### src/verilog/emm_pkg.sv
// Constants and types shared by the Ethernet mode control block
package emm_pkg;

  // Register byte addresses on the AHB-Lite bus
  localparam logic [31:0] MODE_ADDR = 32'h3000_3400;
  localparam logic [31:0] STATUS_ADDR = 32'h3000_3480;

  // Value after reset: accept_any_frame set, all else clear
  localparam logic [31:0] MODE_RESET = 32'h0004_0000;
  // Writable bits of the control word, reserved ones clear
  localparam logic [31:0] MODE_WRITE_MASK = 32'hD8FF_BDEC;

  // AHB encodings used by the slave
  localparam logic [2:0] HSIZE_WORD = 3'h2;
  localparam logic HRESP_OKAY = 1'h0;

  // Medium timing: 10 Mb/s bit time, link clock carries one nibble
  localparam int BIT_TIME_NS = 100;
  localparam int LINK_PERIOD_NS = 400;
  localparam int BITS_PER_EDGE = LINK_PERIOD_NS / BIT_TIME_NS;
  localparam int SLOT_BITS = 512;
  localparam int SLOT_EDGES = SLOT_BITS / BITS_PER_EDGE;
  localparam logic [6:0] SLOT_LAST = 7'(SLOT_EDGES - 1);
  localparam int DEFER_LIMIT_BITS = 24288;
  localparam int DEFER_LIMIT_EDGES = DEFER_LIMIT_BITS / BITS_PER_EDGE;

  // Collision policy and pad strip figures
  localparam logic [4:0] MAX_ATTEMPTS = 5'h10;
  localparam logic [4:0] K_LIMIT = 5'h0A;
  localparam logic [15:0] PAD_MIN_LENGTH = 16'h002E;
  localparam logic [19:0] LFSR_SEED = 20'h00001;

  // Control word laid out bit for bit, bit 31 first
  typedef struct packed {
    logic receive_everything;
    logic buffer_byte_order;
    logic rsv29;
    logic heartbeat_off;
    logic port_choice;
    logic [2:0] rsv26_24;
    logic block_own_receive;
    logic [1:0] loopback_select;
    logic full_duplex_on;
    logic accept_all_group;
    logic accept_any_frame;
    logic inverse_filter;
    logic keep_bad_frames;
    logic hash_for_unicast;
    logic rsv14;
    logic hash_or_perfect;
    logic late_collision_retry;
    logic drop_broadcast;
    logic single_attempt;
    logic rsv9;
    logic auto_pad_strip;
    logic [1:0] backoff_bits_cap;
    logic deferral_limit_on;
    logic rsv4;
    logic transmitter_on;
    logic receiver_on;
    logic [1:0] rsv1_0;
  } emm_mode_type;

  // Loopback selections
  localparam logic [1:0] LOOP_NORMAL = 2'h0;
  localparam logic [1:0] LOOP_INTERNAL = 2'h1;
  localparam logic [1:0] LOOP_EXTERNAL = 2'h2;

  // Header of a received frame, offered once at its end
  typedef struct packed {
    logic [47:0] dest_addr;
    logic [5:0] hash_index;
    logic bad;
    logic [15:0] length_field;
  } emm_rx_info_type;

  // One nibble of media data
  typedef struct packed {
    logic en;
    logic [3:0] data;
  } emm_nibble_type;

endpackage

### src/verilog/emm_mode_control.sv
// Mode control: register, address filter, port routing, collision policy
`timescale 1ns/1ps
`default_nettype none

module emm_mode_control #(
  parameter int DEFER_LIMIT = emm_pkg::DEFER_LIMIT_EDGES
) (
  input wire logic clock_in,
  input wire logic rst_b_in,
  // AHB-Lite slave
  input wire logic hsel_in,
  input wire logic [31:0] haddr_in,
  input wire logic [1:0] htrans_in,
  input wire logic hwrite_in,
  input wire logic [2:0] hsize_in,
  input wire logic [31:0] hwdata_in,
  input wire logic hready_in,
  output logic [31:0] hrdata_out,
  output logic hreadyout_out,
  output logic hresp_out,
  // Control word as seen by the MAC core
  output emm_pkg::emm_mode_type mode_out,
  // Other address-check state supplied by its own registers
  input wire logic [47:0] station_addr_in,
  input wire logic [63:0] hash_table_in,
  // Receive frame decision
  input wire logic rx_frame_end_in,
  input wire emm_pkg::emm_rx_info_type rx_info_in,
  output logic rx_deliver_out,
  output logic rx_strip_out,
  // Buffer word byte order
  input wire logic [31:0] buf_word_in,
  output logic [31:0] buf_word_out,
  // Nibble streams: core side and the two media ports
  input wire emm_pkg::emm_nibble_type core_tx_in,
  output emm_pkg::emm_nibble_type core_rx_out,
  output emm_pkg::emm_nibble_type mii_tx_out,
  input wire emm_pkg::emm_nibble_type mii_rx_in,
  output emm_pkg::emm_nibble_type serial_tx_out,
  input wire emm_pkg::emm_nibble_type serial_rx_in,
  output logic external_loop_out,
  // Heartbeat check
  input wire logic sqe_missing_in,
  output logic sqe_check_on_out,
  output logic heartbeat_fail_out,
  // Transmit attempt control
  input wire logic link_clock_in,
  input wire logic tx_request_in,
  input wire logic carrier_sense_in,
  input wire logic collision_in,
  input wire logic late_collision_in,
  input wire logic tx_done_in,
  output logic tx_go_out,
  output logic tx_drop_out,
  output logic retry_error_out,
  output logic late_collision_out,
  output logic defer_abort_out
);

  // Transmit attempt states
  typedef enum logic [3:0] {
    TX_IDLE = 4'b0001,
    TX_DEFER = 4'b0010,
    TX_SEND = 4'b0100,
    TX_BACKOFF = 4'b1000
  } emm_tx_state_type;

  // Byte reversal of a buffer word
  function automatic logic [31:0] swap_bytes(input logic [31:0] w);
    swap_bytes = {w[7:0], w[15:8], w[23:16], w[31:24]};
  endfunction

  // Mask of the low LFSR bits used for the wait count
  function automatic logic [9:0] wait_mask(input logic [4:0] k,
                                           input logic [1:0] cap);
    logic [4:0] limit;
    logic [4:0] bits;
    limit = 5'h0A;
    unique case (cap)
      2'h0: limit = 5'h0A;
      2'h1: limit = 5'h08;
      2'h2: limit = 5'h04;
      2'h3: limit = 5'h01;
    endcase
    bits = (k < limit) ? k : limit;
    wait_mask = 10'((11'h001 << bits) - 11'h001);
  endfunction

  // Reset release through two flip-flops
  logic rst_meta;
  logic rst_b;
  always_ff @(posedge clock_in or negedge rst_b_in) begin
    if (!rst_b_in) begin
      rst_meta <= 1'b0;
      rst_b <= 1'b0;
    end else begin
      rst_meta <= 1'b1;
      rst_b <= rst_meta;
    end
  end

  // ---------------- AHB-Lite slave ----------------
  emm_pkg::emm_mode_type mode; // Control word
  logic wr_pend; // Write data phase for the control word pending
  logic take; // Valid word transfer in address phase
  logic [31:0] status_word; // Read view of internal state

  assign take = hsel_in && htrans_in[1] && hready_in
                && (hsize_in == emm_pkg::HSIZE_WORD);
  // Zero wait states; every answer is OKAY, unmapped reads give zero
  assign hreadyout_out = 1'b1;
  assign hresp_out = emm_pkg::HRESP_OKAY;
  assign mode_out = mode;

  // Remember a write to the control word for its data phase
  always_ff @(posedge clock_in or negedge rst_b) begin
    if (!rst_b) begin
      wr_pend <= 1'b0;
    end else if (hready_in) begin
      wr_pend <= take && hwrite_in && (haddr_in == emm_pkg::MODE_ADDR);
    end
  end

  // Control word update; reserved bits stay clear
  always_ff @(posedge clock_in or negedge rst_b) begin
    if (!rst_b) begin
      mode <= emm_pkg::MODE_RESET;
    end else if (wr_pend) begin
      mode <= hwdata_in & emm_pkg::MODE_WRITE_MASK;
    end
  end

  // Read data is prepared in the address phase so it is a flip-flop
  always_ff @(posedge clock_in or negedge rst_b) begin
    if (!rst_b) begin
      hrdata_out <= 32'h0000_0000;
    end else if (take && !hwrite_in) begin
      if (haddr_in == emm_pkg::MODE_ADDR) begin
        hrdata_out <= mode & emm_pkg::MODE_WRITE_MASK;
      end else if (haddr_in == emm_pkg::STATUS_ADDR) begin
        hrdata_out <= status_word;
      end else begin
        hrdata_out <= 32'h0000_0000;
      end
    end
  end

  // ---------------- Buffer byte order ----------------
  // Only buffer words are swapped; registers are unaffected
  always_ff @(posedge clock_in or negedge rst_b) begin
    if (!rst_b) begin
      buf_word_out <= 32'h0000_0000;
    end else if (mode.buffer_byte_order) begin
      buf_word_out <= swap_bytes(buf_word_in);
    end else begin
      buf_word_out <= buf_word_in;
    end
  end

  // ---------------- Port routing and loopback ----------------
  logic internal_loop; // Internal turnaround in effect
  logic tx_allowed; // Transmit gate
  emm_pkg::emm_nibble_type rx_pick; // Selected receive source
  logic own_block; // Receive blocked by own transmission

  // Internal loopback is refused in full duplex
  assign internal_loop = (mode.loopback_select == emm_pkg::LOOP_INTERNAL)
                         && !mode.full_duplex_on;
  assign tx_allowed = mode.transmitter_on;
  assign own_block = mode.block_own_receive && core_tx_in.en
                     && !internal_loop;

  // Pick the receive source by loopback and port choice
  always_comb begin
    if (internal_loop) begin
      rx_pick = core_tx_in;
    end else if (mode.port_choice) begin
      rx_pick = serial_rx_in;
    end else begin
      rx_pick = mii_rx_in;
    end
  end

  // Media outputs and receive data, all registered
  always_ff @(posedge clock_in or negedge rst_b) begin
    if (!rst_b) begin
      mii_tx_out <= '0;
      serial_tx_out <= '0;
      core_rx_out <= '0;
      external_loop_out <= 1'b0;
    end else begin
      // Internal loopback keeps frames off the media
      mii_tx_out.en <= core_tx_in.en && tx_allowed && !mode.port_choice
                       && !internal_loop;
      mii_tx_out.data <= core_tx_in.data;
      serial_tx_out.en <= core_tx_in.en && tx_allowed && mode.port_choice
                          && !internal_loop;
      serial_tx_out.data <= core_tx_in.data;
      core_rx_out.en <= rx_pick.en && mode.receiver_on && !own_block;
      core_rx_out.data <= rx_pick.data;
      // External loop asks the PHY to turn frames round, full duplex only
      external_loop_out <= (mode.loopback_select == emm_pkg::LOOP_EXTERNAL)
                           && mode.full_duplex_on;
    end
  end

  // ---------------- Heartbeat check ----------------
  // Full duplex has no SQE to look for
  always_ff @(posedge clock_in or negedge rst_b) begin
    if (!rst_b) begin
      sqe_check_on_out <= 1'b0;
      heartbeat_fail_out <= 1'b0;
    end else begin
      sqe_check_on_out <= !mode.heartbeat_off
                          && !mode.full_duplex_on;
      heartbeat_fail_out <= sqe_missing_in && !mode.heartbeat_off
                            && !mode.full_duplex_on;
    end
  end

  // ---------------- Receive address filter ----------------
  logic is_group; // First destination bit on the wire
  logic is_bcast; // All-ones destination
  logic hash_hit; // Table bit selected by CRC index
  logic perfect_hit; // Station match, optionally inverted
  logic pass_addr; // Address filter result

  assign is_group = rx_info_in.dest_addr[40];
  assign is_bcast = &rx_info_in.dest_addr;
  // Top index bit picks the word, low five the bit
  assign hash_hit = hash_table_in[rx_info_in.hash_index];
  assign perfect_hit = (rx_info_in.dest_addr == station_addr_in)
                       ^ mode.inverse_filter;

  // Decision order: receive-all, promiscuous, broadcast, group, unicast
  always_comb begin
    if (mode.receive_everything) begin
      pass_addr = 1'b1;
    end else if (mode.accept_any_frame) begin
      pass_addr = 1'b1;
    end else if (is_bcast) begin
      pass_addr = !mode.drop_broadcast;
    end else if (is_group) begin
      if (mode.accept_all_group) begin
        pass_addr = 1'b1;
      end else if (mode.hash_or_perfect) begin
        pass_addr = hash_hit;
      end else begin
        pass_addr = perfect_hit;
      end
    end else if (mode.hash_or_perfect && mode.hash_for_unicast) begin
      pass_addr = hash_hit;
    end else begin
      pass_addr = perfect_hit;
    end
  end

  // Deliver decision and pad strip flag, one pulse per frame end
  always_ff @(posedge clock_in or negedge rst_b) begin
    if (!rst_b) begin
      rx_deliver_out <= 1'b0;
      rx_strip_out <= 1'b0;
    end else begin
      rx_deliver_out <= rx_frame_end_in && mode.receiver_on && pass_addr
                        && (!rx_info_in.bad || mode.keep_bad_frames);
      rx_strip_out <= rx_frame_end_in && mode.auto_pad_strip
                      && (rx_info_in.length_field
                          < emm_pkg::PAD_MIN_LENGTH);
    end
  end

  // ---------------- Link clock edges ----------------
  logic [2:0] link_sync; // Three-stage sampler
  logic link_level; // Accepted level
  logic link_rise; // One cycle per accepted rising edge

  // Stage 0 feeds only stage 1; stages 1 and 2 must agree
  always_ff @(posedge clock_in or negedge rst_b) begin
    if (!rst_b) begin
      link_sync <= 3'h0;
      link_level <= 1'b0;
    end else begin
      link_sync <= {link_sync[1:0], link_clock_in};
      if (link_sync[1] == link_sync[2]) begin
        link_level <= link_sync[2];
      end
    end
  end
  assign link_rise = (link_sync[1] == link_sync[2]) && link_sync[2]
                     && !link_level;

  // ---------------- Random source ----------------
  logic [19:0] lfsr; // Free-running 20-bit LFSR

  always_ff @(posedge clock_in or negedge rst_b) begin
    if (!rst_b) begin
      lfsr <= emm_pkg::LFSR_SEED;
    end else begin
      lfsr <= {lfsr[18:0], lfsr[19] ^ lfsr[16]};
    end
  end

  // ---------------- Transmit attempt control ----------------
  emm_tx_state_type state;
  logic [4:0] collisions; // Collisions so far on this frame
  logic [9:0] wait_slots; // Slots still to wait
  logic [6:0] slot_edges; // Link edges within the current slot
  logic [15:0] defer_edges; // Link edges spent deferring
  logic [4:0] next_k; // K for the coming back-off
  logic coll_stop; // Collision ends this frame
  logic late_drop; // Late collision not retried

  assign next_k = ((collisions + 5'h01) < emm_pkg::K_LIMIT)
                  ? (collisions + 5'h01) : emm_pkg::K_LIMIT;
  assign late_drop = late_collision_in && !mode.late_collision_retry;
  assign coll_stop = mode.single_attempt
                     || (collisions == emm_pkg::MAX_ATTEMPTS - 5'h01);
  assign tx_go_out = (state == TX_SEND) && mode.transmitter_on;

  // Attempt sequencing and event pulses
  always_ff @(posedge clock_in or negedge rst_b) begin
    if (!rst_b) begin
      state <= TX_IDLE;
      collisions <= 5'h00;
      wait_slots <= 10'h000;
      tx_drop_out <= 1'b0;
      retry_error_out <= 1'b0;
      late_collision_out <= 1'b0;
      defer_abort_out <= 1'b0;
    end else begin
      tx_drop_out <= 1'b0;
      retry_error_out <= 1'b0;
      late_collision_out <= 1'b0;
      defer_abort_out <= 1'b0;
      unique case (state)
        TX_IDLE: begin
          collisions <= 5'h00;
          if (tx_request_in && mode.transmitter_on) begin
            state <= TX_DEFER;
          end
        end
        TX_DEFER: begin
          if (mode.deferral_limit_on && carrier_sense_in
              && defer_edges > 16'(DEFER_LIMIT)) begin
            defer_abort_out <= 1'b1;
            state <= TX_IDLE;
          end else if (!carrier_sense_in) begin
            state <= TX_SEND;
          end
        end
        TX_SEND: begin
          if (collision_in) begin
            late_collision_out <= late_collision_in;
            if (late_drop) begin
              tx_drop_out <= 1'b1;
              state <= TX_IDLE;
            end else if (coll_stop) begin
              retry_error_out <= 1'b1;
              tx_drop_out <= 1'b1;
              state <= TX_IDLE;
            end else begin
              collisions <= collisions + 5'h01;
              wait_slots <= lfsr[9:0]
                & wait_mask(next_k, mode.backoff_bits_cap);
              state <= TX_BACKOFF;
            end
          end else if (tx_done_in) begin
            state <= TX_IDLE;
          end
        end
        TX_BACKOFF: begin
          if (wait_slots == 10'h000) begin
            state <= TX_DEFER;
          end else if (link_rise && slot_edges == emm_pkg::SLOT_LAST) begin
            wait_slots <= wait_slots - 10'h001;
          end
        end
      endcase
    end
  end

  // Slot timer runs only while backing off
  always_ff @(posedge clock_in or negedge rst_b) begin
    if (!rst_b) begin
      slot_edges <= 7'h00;
    end else if (state != TX_BACKOFF) begin
      slot_edges <= 7'h00;
    end else if (link_rise) begin
      slot_edges <= slot_edges + 7'h01;
    end
  end

  // Deferral timer restarts at each new deferral, saturates at the top
  always_ff @(posedge clock_in or negedge rst_b) begin
    if (!rst_b) begin
      defer_edges <= 16'h0000;
    end else if (state != TX_DEFER) begin
      defer_edges <= 16'h0000;
    end else if (link_rise && carrier_sense_in && !(&defer_edges)) begin
      defer_edges <= defer_edges + 16'h0001;
    end
  end

  // Upper 17 bits read zero so the fields sit at [14:0]
  assign status_word = {17'h0_0000, state, 1'b0, link_level, collisions,
                        wait_slots[3:0]};
endmodule // emm_mode_control

`default_nettype wire

### config.mk
export PLATFORM = sky130hd
export DESIGN_NAME = emm_mode_control
export DESIGN_NICKNAME = d
export VERILOG_FILES = /design/src/verilog/emm_pkg.sv /design/src/verilog/emm_mode_control.sv
export SDC_FILE = /design/constraint.sdc
export NUM_CORES = 1
export LEC_CHECK = 0
export BUFFER_PORTS_ARGS = -buffer_cell sky130_fd_sc_hd__clkbuf_2
export CORE_AREA = 2 2 167 169
export DETAILED_ROUTE_END_ITERATION = 6
export DIE_AREA = 0 0 169 171
export HOLD_SLACK_MARGIN = 0.1
export PLACE_DENSITY_LB_ADDON = 0.25
export SYNTH_ARGS = -nofsm -noshare
export SYNTH_HDL_FRONTEND = slang
export SYNTH_SLANG_ARGS = --single-unit
export TNS_END_PERCENT = 10
### constraint.sdc
create_clock -name clock_in -period 5 [get_ports clock_in]
set_input_delay 0.5 -clock clock_in [delete_from_list [all_inputs] [get_ports clock_in]]
set_output_delay 0.5 -clock clock_in [all_outputs]
set_load 0.005 [all_outputs]
# After elaboration in Yosys (flattened, before gate mapping)
# Index checks and enable logic that the tools add are counted.
dict set report word_totals {
  register_bits 176
  latchBits 0
  mem_bits_rw 0
  romBits 0
  out_inout_bits 123
  word_cells 204
  memories 0
}
dict set report classes {
  addsub 5
  multipliers 0
  div_mod_pow 0
  n_lt_le_gt_ge 5
  n_eq_ne 27
  shifts 1
  mux 55
  bitwise 3
  n_reduce_logical 60
}
# op n
set ops {}
lappend ops {{== test 32 x 30 -> 1 bit, second input constant} 2}
lappend ops {{2-to-1 mux 32 bit} 2}
lappend ops {{2-to-1 mux 5 bit} 11}
lappend ops {{2-to-1 mux 10 bit} 5}
lappend ops {{== test 48 bit} 1}
lappend ops {{AND reduction 48 bit} 1}
lappend ops {{logical AND 1 bit} 36}
lappend ops {{2-to-1 mux 16 bit} 2}
lappend ops {{2-to-1 mux 4 bit} 8}
lappend ops {{case mux 10 bit (2 select lines)} 1}
lappend ops {{case mux 5 bit (4 select lines)} 1}
lappend ops {{subtractor 10 x 1 -> 10 bit, second input constant} 2}
lappend ops {{2-to-1 mux 1 bit} 19}
lappend ops {{adder 16 x 1 -> 16 bit, second input constant} 1}
lappend ops {{greater-than comparator 16 x 13 -> 1 bit, second input constant} 1}
lappend ops {{< comparator 16 x 6 -> 1 bit, second input constant} 1}
lappend ops {{case mux 4 bit (4 select lines)} 1}
lappend ops {{AND reduction 16 bit} 1}
lappend ops {{2-to-1 mux 15 bit} 1}
lappend ops {{2-to-1 mux 7 bit} 2}
lappend ops {{inequality test 2 bit, second input constant} 7}
lappend ops {{logical NOT 1 bit} 11}
lappend ops {{AND 10 bit} 1}
lappend ops {{logical NOT 10 bit} 1}
lappend ops {{other kinds (27)} 37}

# Longest topological paths before layout
# Gate-level depths: netlist of run 1.
dict set report depth {
  ltp_word 15
  mapped_depth 18
  depth_no_buf 18
}

# Worst setup path after synthesis of run 1
# OpenSTA, ideal clock, no wires.
dict set report synth_timing {
  kind {register to register}
  from {register collisions[0]}
  to {register wait_slots[6]}
  setup_ns 0.132
  arrival_ns 3.623
  required_ns 4.868
  slack_ns 1.246
  path_stages_with_launch 18
  path_buffers 0
  path_cell_list {dfrtp_1 ha_1 and3_2 ha_1 o2111ai_1 ha_1 inv_1 a31o_2 a31o_2 a21oi_2 nor2_4 mux2i_2 nor2_1 nand2_1 ha_1 nor3_1 a221oi_1 o21ai_1}
}
dict set report synth_via {
  elab_chain_len 12
  word_cells_on_any_way 16
  classes_between {add/sub (2); order compare (2); eq/ne (2); shift (1); mux (6); bitwise (1); reduce/logical (2)}
}
# item line
set synth_lines {}
lappend synth_lines {{start: declaration} emm_mode_control.sv:305} ;# logic [4:0] collisions;
lappend synth_lines {{start signal: assignment} emm_mode_control.sv:362} ;# collisions <= collisions + 5'h01;
lappend synth_lines {{adder 5 x 1 -> 5 bit} {emm_mode_control.sv:313, emm_mode_control.sv:314}}
lappend synth_lines {{< comparator 5 x 4 -> 1 bit} emm_mode_control.sv:313} ;# assign next_k = ((collisions + 5'h01) < emm_pkg::K_LIMIT)
lappend synth_lines {{2-to-1 mux 5 bit} emm_mode_control.sv:314} ;# ? (collisions + 5'h01) : emm_pkg::K_LIMIT;
lappend synth_lines {{< comparator 5 bit} emm_mode_control.sv:85} ;# bits = (k < limit) ? k : limit;
lappend synth_lines {{2-to-1 mux 5 bit} emm_mode_control.sv:85}
lappend synth_lines {{<< shifter 1 x 5 -> 10 bit} emm_mode_control.sv:86} ;# wait_mask = 10'((11'h001 << bits) - 11'h001);
lappend synth_lines {{subtractor 10 x 1 -> 10 bit} emm_mode_control.sv:86}
lappend synth_lines {{AND 10 bit} emm_mode_control.sv:364} ;# & wait_mask(next_k, mode.backoff_bits_cap);
lappend synth_lines {{2-to-1 mux 10 bit} emm_mode_control.sv:357} ;# end else if (coll_stop) begin
lappend synth_lines {{2-to-1 mux 10 bit} emm_mode_control.sv:354} ;# if (late_drop) begin
lappend synth_lines {{2-to-1 mux 10 bit} emm_mode_control.sv:352} ;# if (collision_in) begin
lappend synth_lines {{case mux 10 bit (2 select lines)} emm_mode_control.sv:335} ;# unique case (state)
lappend synth_lines {{end signal: assignment} emm_mode_control.sv:363} ;# wait_slots <= lfsr[9:0]
lappend synth_lines {{end signal: assignment} emm_mode_control.sv:375} ;# wait_slots <= wait_slots - 10'h001;
lappend synth_lines {{end: declaration} emm_mode_control.sv:306} ;# logic [9:0] wait_slots;
# Several ways; a longest one is shown, not always the timed one. The select of a mux whose other input is x is not followed.
# A chain may end at the register's enable or synchronous reset.

# Worst setup path after layout of run 1
# Same ends and word-level chain as after synthesis.

==> run summary, run 1 <==
The number of enable-type register cells in the synthesized netlist was 0. The dominant cell type by count on the critical path is ha_1. The run gives 0.81 ns as the reg-to-reg setup timing slack. The path type of the worst setup path was reg2reg. The worst path in the final design needs a cycle of 4.19 ns, including I/O delays and setup. The number of hold-slack violations in the final timing report was 0. The highest-delay cell along the critical path was dfrtp_1. Among cell families on the critical path, the largest total delay comes from adder cells. Summed over all instances, the cell type with the most area after synthesis is dfrtp_1.

The TritonCTS buffer count was 17; the sequential element share of the synthesized area was 0.485. Global routing finished with a remaining overflow of 0. Number of cells on the worst hold path: 1. In the post-synthesis netlist, the biggest area contributors are dfrtp_1 (48%), mux2_2 (7.1%), xnor2_1 (6.1%). Input and output buffers added on the ports amount to 408.

The signal on the critical path passes through ha_1 -> and3_2 -> ha_1 -> o2111ai_1 -> ha_1 -> inv_1 -> a31o_2 -> a31o_2 -> a21oi_2 -> nor2_4 -> mux2i_2 -> nor2_1 -> nand2_1 -> ha_1 -> nor3_1 -> a221oi_1 -> o21ai_1. The number of standard cells after synthesis came out at 792. Across the run, the number of max-cap violations was 0. The startpoint identified for the worst hold timing path is link_clock_in. Data required time of the worst path: 5.31 ns. For the achievable frequency, the log shows 238 MHz. The die is 169 um wide.

The run gives 0 as the Yosys warning count. Measured along the y axis, the die boundary spans 171 um. The critical path's largest stage delay works out to 0.46 ns. The most instantiated flip-flop cell in the synthesis netlist was dfrtp_1.

Origin of the critical flop-to-flop path: collisions[0]. The run gives 0.237 as the overall global routing resource usage. Post-route fraction of the period consumed by the critical path: 0.839. The max-slew violation count is 0, and the number of antenna violations at the first check in global routing is 3. Across the VDD grid, the largest voltage drop is 0.192 mV. On the final layout, the worst clock skew is 0.0143 ns. At the end of routability-driven placement, the weighted congestion stood at 1.06. Summed over all nets, the half-perimeter wirelength after detailed placement is 28300 um. Effective utilization at floorplan: 0.325.

The endpoint of the worst hold path is link_sync[0]. Share of cells above drive strength 1: 0.463. The worst-path maximum fanout is 9. After the flow finishes, the layout carries non-filler instances totaling 1546. The total negative slack is 0 ns, and the DRC violations left is 0. The logs give 0.306 for the relative slew slack and 0 for the setup-violating endpoint count in the final report.

Counting flops and latches in the post-synthesis netlist gives 172. The via total after detailed routing came out at 7813. The reported leakage power came out at 5.66 nW. The clock reaches the later pin of the worst-skew pair after 0.43 ns. Including well taps, the total number of placed cells is 1512. Post-layout net count: 1508.

The proportion of register bits with asynchronous set or reset after synthesis works out to 1.00. For this block, the routed nets add up to 34400 um of wire. Relative to the synthesized area, the layout overhead comes to 32.8%. The endpoint identified for the worst register-to-register timing path is wait_slots[6]. The area share of the largest cell type after synthesis works out to 0.476. Setup repair after global routing left no endpoint under its margin.

Clock-pin slew was measured on the worst setup and hold paths at 0.08 ns. During I/O placement, the number of pins put on the boundary was 435. The H-tree generated during clock tree synthesis spans 4 levels. The detailed router finished its first iteration with 505 violations. The number of cells upsized or downsized after cts was 0; the number of fill cells was 2719. The hold buffer count at cts was 1. Counting every sink on the clock net gives 172.

After detailed routing, the number of vias per cell comes to 5.05. For the area of the die, the log shows 0.0289 mm^2. The tightest min-delay check is of the in2reg type.

TritonCTS built the clock tree. In this run the standard cell core region covers 0.0273 mm^2. Clock tree synthesis selected as its root buffer the cell clkbuf_16. For this run, the detailed router's first-pass iteration total came to 5.

The number of buffers and inverters on the critical path was 1; the routed wirelength normalized by instance count was 22.3 um. Entering global routing, the biggest net connects 171 pins. The number of cells on the worst reg-to-reg path is 17.

For the worst setup path, the data arrival time is 4.50 ns. In this run the core area contains 61 standard-cell rows. After synthesis, the mean cell area works out to 11.2 um^2. Once detail routing completed, the nets flagged for antenna violations numbered 0. The first global-routing pass estimated 48800 um of wire. The mapped netlist covers 0.00888 mm^2. The run finished with clean final reports.

After clock tree synthesis, the setup repair step added 0 buffers. The worst setup path is launched from a flop. At the pin with the least slew margin, the transition time is 1.03 ns. The areal power density over the cells is 317 mW/mm^2. The longest clock path from root to sink contains 2 buffers.

The number of global-route vias before repair was 7666; the number of distinct library cells after synthesis was 82. In this run the number of cells on the critical path is 17. STA classifies the critical path endpoint as a flop.
worst max-delay path by stage:
stage                               end     startpoint  slack, ns
final                     wait_slots[6]  collisions[0]       0.81
after global routing      wait_slots[6]  collisions[0]       0.44
after CTS                 wait_slots[6]  collisions[0]       0.79
after detailed placement  wait_slots[6]  collisions[0]       0.81
after global placement    wait_slots[6]  collisions[0]       0.88
after floorplan           wait_slots[6]  collisions[0]       1.25
per-stage QoR:
| step | total power, mW | worst slack, ns | area [um^2] | hold WS, ns | utilization |
|---|---|---|---|---|---|
| final | 3.73 | 0.806 | 11800 | 0.177 | 0.432 |
| after floorplan | 2.08 | 1.25 | 8930 | 0.204 | - |
| after global routing | 3.94 | 0.442 | 11800 | 0.151 | 0.432 |
| after CTS | 3.76 | 0.793 | 11800 | 0.157 | 0.431 |
| after global placement | 2.38 | 0.875 | 11200 | 0.287 | 0.409 |
| after detailed placement | 2.39 | 0.811 | 11200 | 0.288 | 0.409 |
kinds of logic (layout without fill, tap and decap cells):
family / after synthesis / count (layout) / synth area share
adders and majority gates: 10 / 10 / 0.0141
xor gates and xnor gates: 71 / 71 / 0.0700
buffers and inverters: 71 / 464 / 0.0421
other: 2 / 17 / 0.000846
DFF: 172 / 172 / 0.485
and+or+nand+nor: 253 / 253 / 0.155
muxes: 90 / 90 / 0.134
AOI/OAI and AO/OA: 123 / 123 / 0.0991
where the power goes:
group | internal (mW) | leakage, nW | switching [mW]
Clock | 0.685 | 0.295 | 0.679
Sequential | 1.46 | 2.26 | 0.0755
Combinational | 0.369 | 3.11 | 0.470
Total | 2.51 | 5.66 | 1.22
synthesized netlist by cell type (5+ instances only):
library cell	instances
nor4b_1	5
nand2_1	50
clkbuf_1	21
a21oi_1	20
ha_1	10
mux2_2	56
inv_1	17
a31oi_1	5
o21ai_0	29
xor2_1	9
nor2_1	55
mux2i_1	16
buf_4	23
a22o_1	19
dfrtp_1	169
nor2b_1	9
buf_2	5
xnor2_1	62
mux4_2	16
nand3b_1	6
nor4_1	13
nor3b_1	5
and2_1	6
nand4_1	35
o31ai_1	10
nand3_1	23
nor3_1	12
final cells by class:
| type | count | area, um^2 | area share |
|---|---|---|---|
| flip-flops and latches | 172 | 4310 | 0.366 |
| clock inverters | 15 | 190 | 0.0161 |
| diodes | 1 | 2.50 | 0.000212 |
| multi-input cells | 563 | 4260 | 0.361 |
| well taps | 346 | 433 | 0.0367 |
| clock buffers | 17 | 425 | 0.0361 |
| repair buffers | 415 | 2110 | 0.179 |
| inverters | 17 | 63.8 | 0.00541 |
registers in the layout (all words and copies together), names as in the netlist, 5 cells and up:
| signal | flops |
|---|---|
| lfsr | 20 |
| slot_edges | 7 |
| defer_edges | 16 |
| mode_out | 22 |
| buf_word_out | 32 |
| collisions | 5 |
| hrdata_out | 28 |
| wait_slots | 10 |
| core_rx_out | 5 |
| serial_tx_out | 5 |
cells in the final DEF, fill, tap and decap left out, types with 10 or more instances in the layout:
cell       count
clkbuf_2     408
dfrtp_1      168
xnor2_1       62
mux2_2        56
nor2_1        55
nand2_1       50
nand4_1       35
o21ai_0       29
nand3_1       23
a21oi_1       20
a22o_1        19
inv_1         17
clkbuf_16     17
mux2i_1       16
mux4_2        16
conb_1        16
nor4_1        13
nor3_1        11
o31ai_1       10
ha_1          10
worst reg2reg max path, stage by stage (launching register included):
cell and delay, ns:
dfrtp_1 0.46, ha_1 0.36, and3_2 0.26, ha_1 0.36, o2111ai_1 0.25, ha_1 0.35, inv_1 0.05, a31o_2 0.20
a31o_2 0.22, a21oi_2 0.18, nor2_4 0.08, mux2i_2 0.32, nor2_1 0.13, nand2_1 0.10, ha_1 0.29, nor3_1 0.09
a221oi_1 0.26, o21ai_1 0.10
metal layers:
layer,GRT usage,vias to the layer above,routed length (um)
li1,-,3652,-
met4,0.0546,4,514
met1,0.311,3776,14900
met3,0.0902,41,3340
met5,0,-,46
met2,0.370,340,15600
Power figures use the tool's default switching activity.
==> inputs of run 2 (changes only) <==
--- a/config.mk
+++ b/config.mk
@@ -5,6 +5,7 @@
 export SDC_FILE = /design/constraint.sdc
 export NUM_CORES = 1
 export LEC_CHECK = 0
+export ABC_AREA = 1
 export BUFFER_PORTS_ARGS = -buffer_cell sky130_fd_sc_hd__clkbuf_2
 export CORE_AREA = 2 2 167 169
 export DETAILED_ROUTE_END_ITERATION = 6
==> constraint.sdc (replaced) <==
create_clock -name clock_in -period 3.7 [get_ports clock_in]
set_input_delay 0.37 -clock clock_in [delete_from_list [all_inputs] [get_ports clock_in]]
set_output_delay 0.37 -clock clock_in [all_outputs]
set_load 0.005 [all_outputs]
==> run summary, run 2 <==
The flow ran to the end, and the final reports show no timing, DRC or antenna violations. The run gives 295 MHz (+24%) as the achievable frequency. The placed cell area is 0.0114 mm^2 (+2.4%), and the top-level port count is 435 (unchanged). The logs give 0.0289 mm^2 (unchanged) for the area of the die and 2 (unchanged) for the number of buffers on the longest clock path. buf_word_out holds more flip-flops than any other register. The global-route congestion overflow total was 0 (unchanged); the mux share of post-synthesis cell area was 0 (-0.134).

The post-route fraction of the period consumed by the critical path was 0.915 (+0.0764). By area, the combinational part of the netlist is dominated by simple AND/OR/NAND/NOR gates. The logs give 17 (unchanged) for the TritonCTS buffer count and 0.314 ns (-0.492 ns) for the setup slack after layout.

The most instantiated flip-flop cell in the synthesis netlist was dfrtp_1. Latest clock arrival within the worst-skew pair: 0.43 ns (about the same). The tools report the endpoint of the worst hold path as rx_strip_out. For the hold buffer count at cts, the log shows 6 (+5).

The die height was 171 um (unchanged); the number of cells on the worst hold path was 2 (+1). Areal power density over the cells: 404 mW/mm^2 (+28%). Setup repair after global routing left no endpoint under its margin. Cell area after layout: 0.0121 mm^2 (+2.6%). The post-layout net count was 1839 (+22%); the routed wirelength normalized by instance count was 18.4 um (-18%). The wire length of the first global-routing pass was 51700 um (+5.9%). The cell that appears most often on the critical path is nand2_1. The worst setup path is captured at a flop. The number of global-route vias before repair is 9083 (+18%).

Of all cell types, the one taking the most synthesized area is dfrtp_1. The number of cells upsized or downsized after cts was 0 (unchanged). The sequential element share of the synthesized area was 0.474 (-0.0114).

The peak supply drop was 0.217 mV (+13%). The Yosys warning count is 0 (unchanged). The final critical-path required period was 3.39 ns (-0.808 ns); the overall die width was 169 um (unchanged). Most common cell in the synthesized netlist: nand2_1.

The total stage count of the critical path is 27 (+10), and the setup slack after placement is 0.340 ns (-0.471 ns). The worst clock skew is 0.0107 ns (-0.00356 ns), and the proportion of register bits with asynchronous set or reset after synthesis is 1.00 (unchanged). Mean instance size in the synthesized netlist: 8.16 um^2 (-27%). The run gives 34500 um (+0.20%) as the total wirelength of the detailed-routed design. The clock transition at the registers of the reported paths is 0.07 ns (about the same). The detailed placement HPWL is 27900 um (-1.6%), and the number of enable-type register cells in the synthesized netlist is 0 (unchanged). On the critical path, the stage with the largest delay is an instance of dfrtp_1.

The overall global routing resource usage is 0.240 (+0.00319). Compound-cell area share of the yosys netlist: 0.146 (+0.0472). The logs give 6.18 nW (+9.1%) for the reported leakage power and 61 (unchanged) for the number of rows created at floorplan. Largest delay contributor family on the critical path: simple AND/OR/NAND/NOR gates.

The data required time of the worst path was 4.01 ns (-1.30 ns). The transition time at the pin with the least slew margin was 0.936 ns (-0.0986 ns); the number of antenna violations at the first check in global routing was 4 (+1). The endpoint arrival time on the critical path is 3.70 ns (-0.80 ns). The number of fill cells is 2818 (+3.6%), and the critical path's largest stage delay is 0.44 ns (-0.02 ns).

The commonest non-fill, non-tap cell in the layout is clkbuf_2. The depth of the most critical reg-to-reg path came out at 27 (+10). Ranked by total cell area, the synthesized netlist is headed by dfrtp_1 (47%), nand2_1 (8.4%), o21ai_0 (8.2%). The number of distinct library cells after synthesis came out at 51 (-38%). The max-slew violation count came out at 0 (unchanged). Ranked by instance count, the synthesized netlist is headed by nand2_1 (204), dfrtp_1 (169), o21ai_0 (149). The starting DRC count in detailed routing was 608 (+20%). Number of buffers and inverters on the critical path: 3 (+2).

The clock sink count came out at 172 (unchanged). The worst setup path is of the reg2reg kind. The total of buffers placed on input and output ports was 408 (unchanged).

The ratio of routed vias to standard cells works out to 4.86 (-3.8%). The basic-gate share of the synthesized area counting and, or, nand and nor cells was 0.235 (+0.0796); the placer congestion estimate was 0.982 (-7.5%). The pin count of the biggest net entering global routing is 71 (-58%), and the area share of the largest cell type after synthesis is 0.465 (-0.0112). Setup-violating endpoint count in the final report: 0 (unchanged). The tools report the DRC violations left as 0 (unchanged). The post-route antenna net violation count came out at 0 (unchanged).

The run gives 5 (unchanged) as the first-pass iteration count of the detailed router. The mapped cell area is 0.00909 mm^2 (+2.4%), and the number of standard cells after synthesis is 1114 (+41%). Number of storage elements in the synthesis netlist: 172 (unchanged). The worst-path maximum fanout works out to 8 (-1).

TritonCTS built the clock tree. The area share of fa/ha/maj cells after synthesis was 0.0138 (-0.000332); the reg-to-reg setup timing slack was 0.31 ns (-0.49 ns). The layout overhead on the synthesized area is 33.0%. The xor-xnor portion of the synthesized cell area came out at 0.0433 (-0.0267). The tools report the total negative slack as 0 ns (unchanged).

Beginning of the worst hold path: rx_info_in[5]. The tools report the number of max-cap violations as 0 (unchanged). The share of cells above drive strength 1 is 0.327 (-0.135). The level count of the clock H-tree is 4 (unchanged), and the via total after detailed routing is 9131 (+17%). For the number of hold-slack violations in the final timing report, the log shows 0 (unchanged). The endpoint identified for the worst register-to-register timing path is wait_slots[8]. The run gives 0.0273 mm^2 (unchanged) as the area of the core.

The library cells used most frequently in the layout, excluding fill and tap cells, are clkbuf_2 (408), nand2_1 (204), dfrtp_1 (168). The clock root buffer master was clkbuf_16. The effective utilization at floorplan is 0.333 (+0.00783), and the worst hold margin is 0.131 ns (-0.0466 ns).

The worst setup path is launched from a flop. In this run the critical register-to-register path is launched from collisions[0]. The run gives 0 (unchanged) as the setup fix buffers added after clock tree synthesis.

The number of flip-flops in the largest register was 32 (unchanged). In this run the worst hold path is classified as in2reg. The relative slew slack came out at 0.376 (+0.0695).
## run 2: changes by cell type in the layout (fill, tap and decap cells not counted), moves of 19 or more
cell and delta:
xnor2_1 -30, nor2_1 +44, mux2_2 -56, o21ai_0 +120
a22o_1 -19, inv_1 +103, nand3_1 +33, nand2_1 +154
## run 2: worst reg2reg max path, cell delays in order (launching register included)
cell	delay [ns]
dfrtp_1	0.44
ha_1	0.25
nand2_1	0.07
nor2_1	0.04
ha_1	0.36
inv_1	0.06
nor2_1	0.09
nand2_1	0.07
nand2_2	0.09
nand2_1	0.09
ha_1	0.29
nand2_2	0.07
nand2_2	0.06
nand2_4	0.11
nand2_8	0.08
nand2_2	0.08
nand2_4	0.07
nand2_4	0.10
inv_4	0.05
nand2_1	0.08
ha_1	0.30
nand4_1	0.13
nand2_1	0.08
inv_2	0.03
nand2_1	0.05
nand2_1	0.04
nand2_1	0.06
nand2_1	0.04
## run 2: how the worst max path moves through the flow
stage / start / endpoint / slack (ns)
6_report: collisions[0] / wait_slots[8] / 0.31
5_1_grt: collisions[0] / wait_slots[8] / 0.006
4_1_cts: collisions[0] / wait_slots[8] / 0.33
3_5_place_dp: collisions[0] / wait_slots[8] / 0.34
3_3_place_gp: collisions[0] / wait_slots[8] / 0.39
2_1_floorplan: collisions[0] / wait_slots[8] / 0.62
## run 2: kinds of logic after synthesis
group,count (synthesis)
compound gates,233
xor+xnor,45
fa+ha+maj,10
buf+inv,187
flops,172
other cells,2
simple gates,465
## run 2: area by class of cell
| type | instances | area [um^2] | area share |
|---|---|---|---|
| sequential | 172 | 4310 | 0.356 |
| multi-input combinational | 769 | 4050 | 0.334 |
| inverter | 131 | 494 | 0.0408 |
| clock buffer | 19 | 453 | 0.0374 |
| timing repair buffer | 426 | 2200 | 0.182 |
| tap | 346 | 433 | 0.0358 |
| antenna | 2 | 5.00 | 0.000414 |
| clock inverter | 13 | 153 | 0.0126 |
## run 2: report_power, final
part	leakage (nW)	total (mW)	internal, mW	switching (mW)
Sequential	2.19	2.13	2.02	0.116
Combinational	3.69	0.905	0.386	0.519
Clock	0.293	1.86	1.05	0.807
Total	6.18	4.89	3.45	1.44
## run 2: per-stage QoR
step / std cells / util / power, mW
after floorplan: 1128 / - / 2.63
after global placement: 1838 / 0.418 / 3.06
after detailed placement: 1838 / 0.418 / 3.08
after CTS: 1876 / 0.443 / 4.96
after global routing: 1877 / 0.443 / 5.16
final: 1878 / 0.443 / 4.89
## run 2: routing by layer
metal	up-vias	part of all wire	global-route usage
li1	4469	-	-
met1	4239	0.45	0.312
met2	363	0.45	0.391
met3	56	0.073	0.0588
met4	4	0.029	0.0840
met5	-	0.00067	0
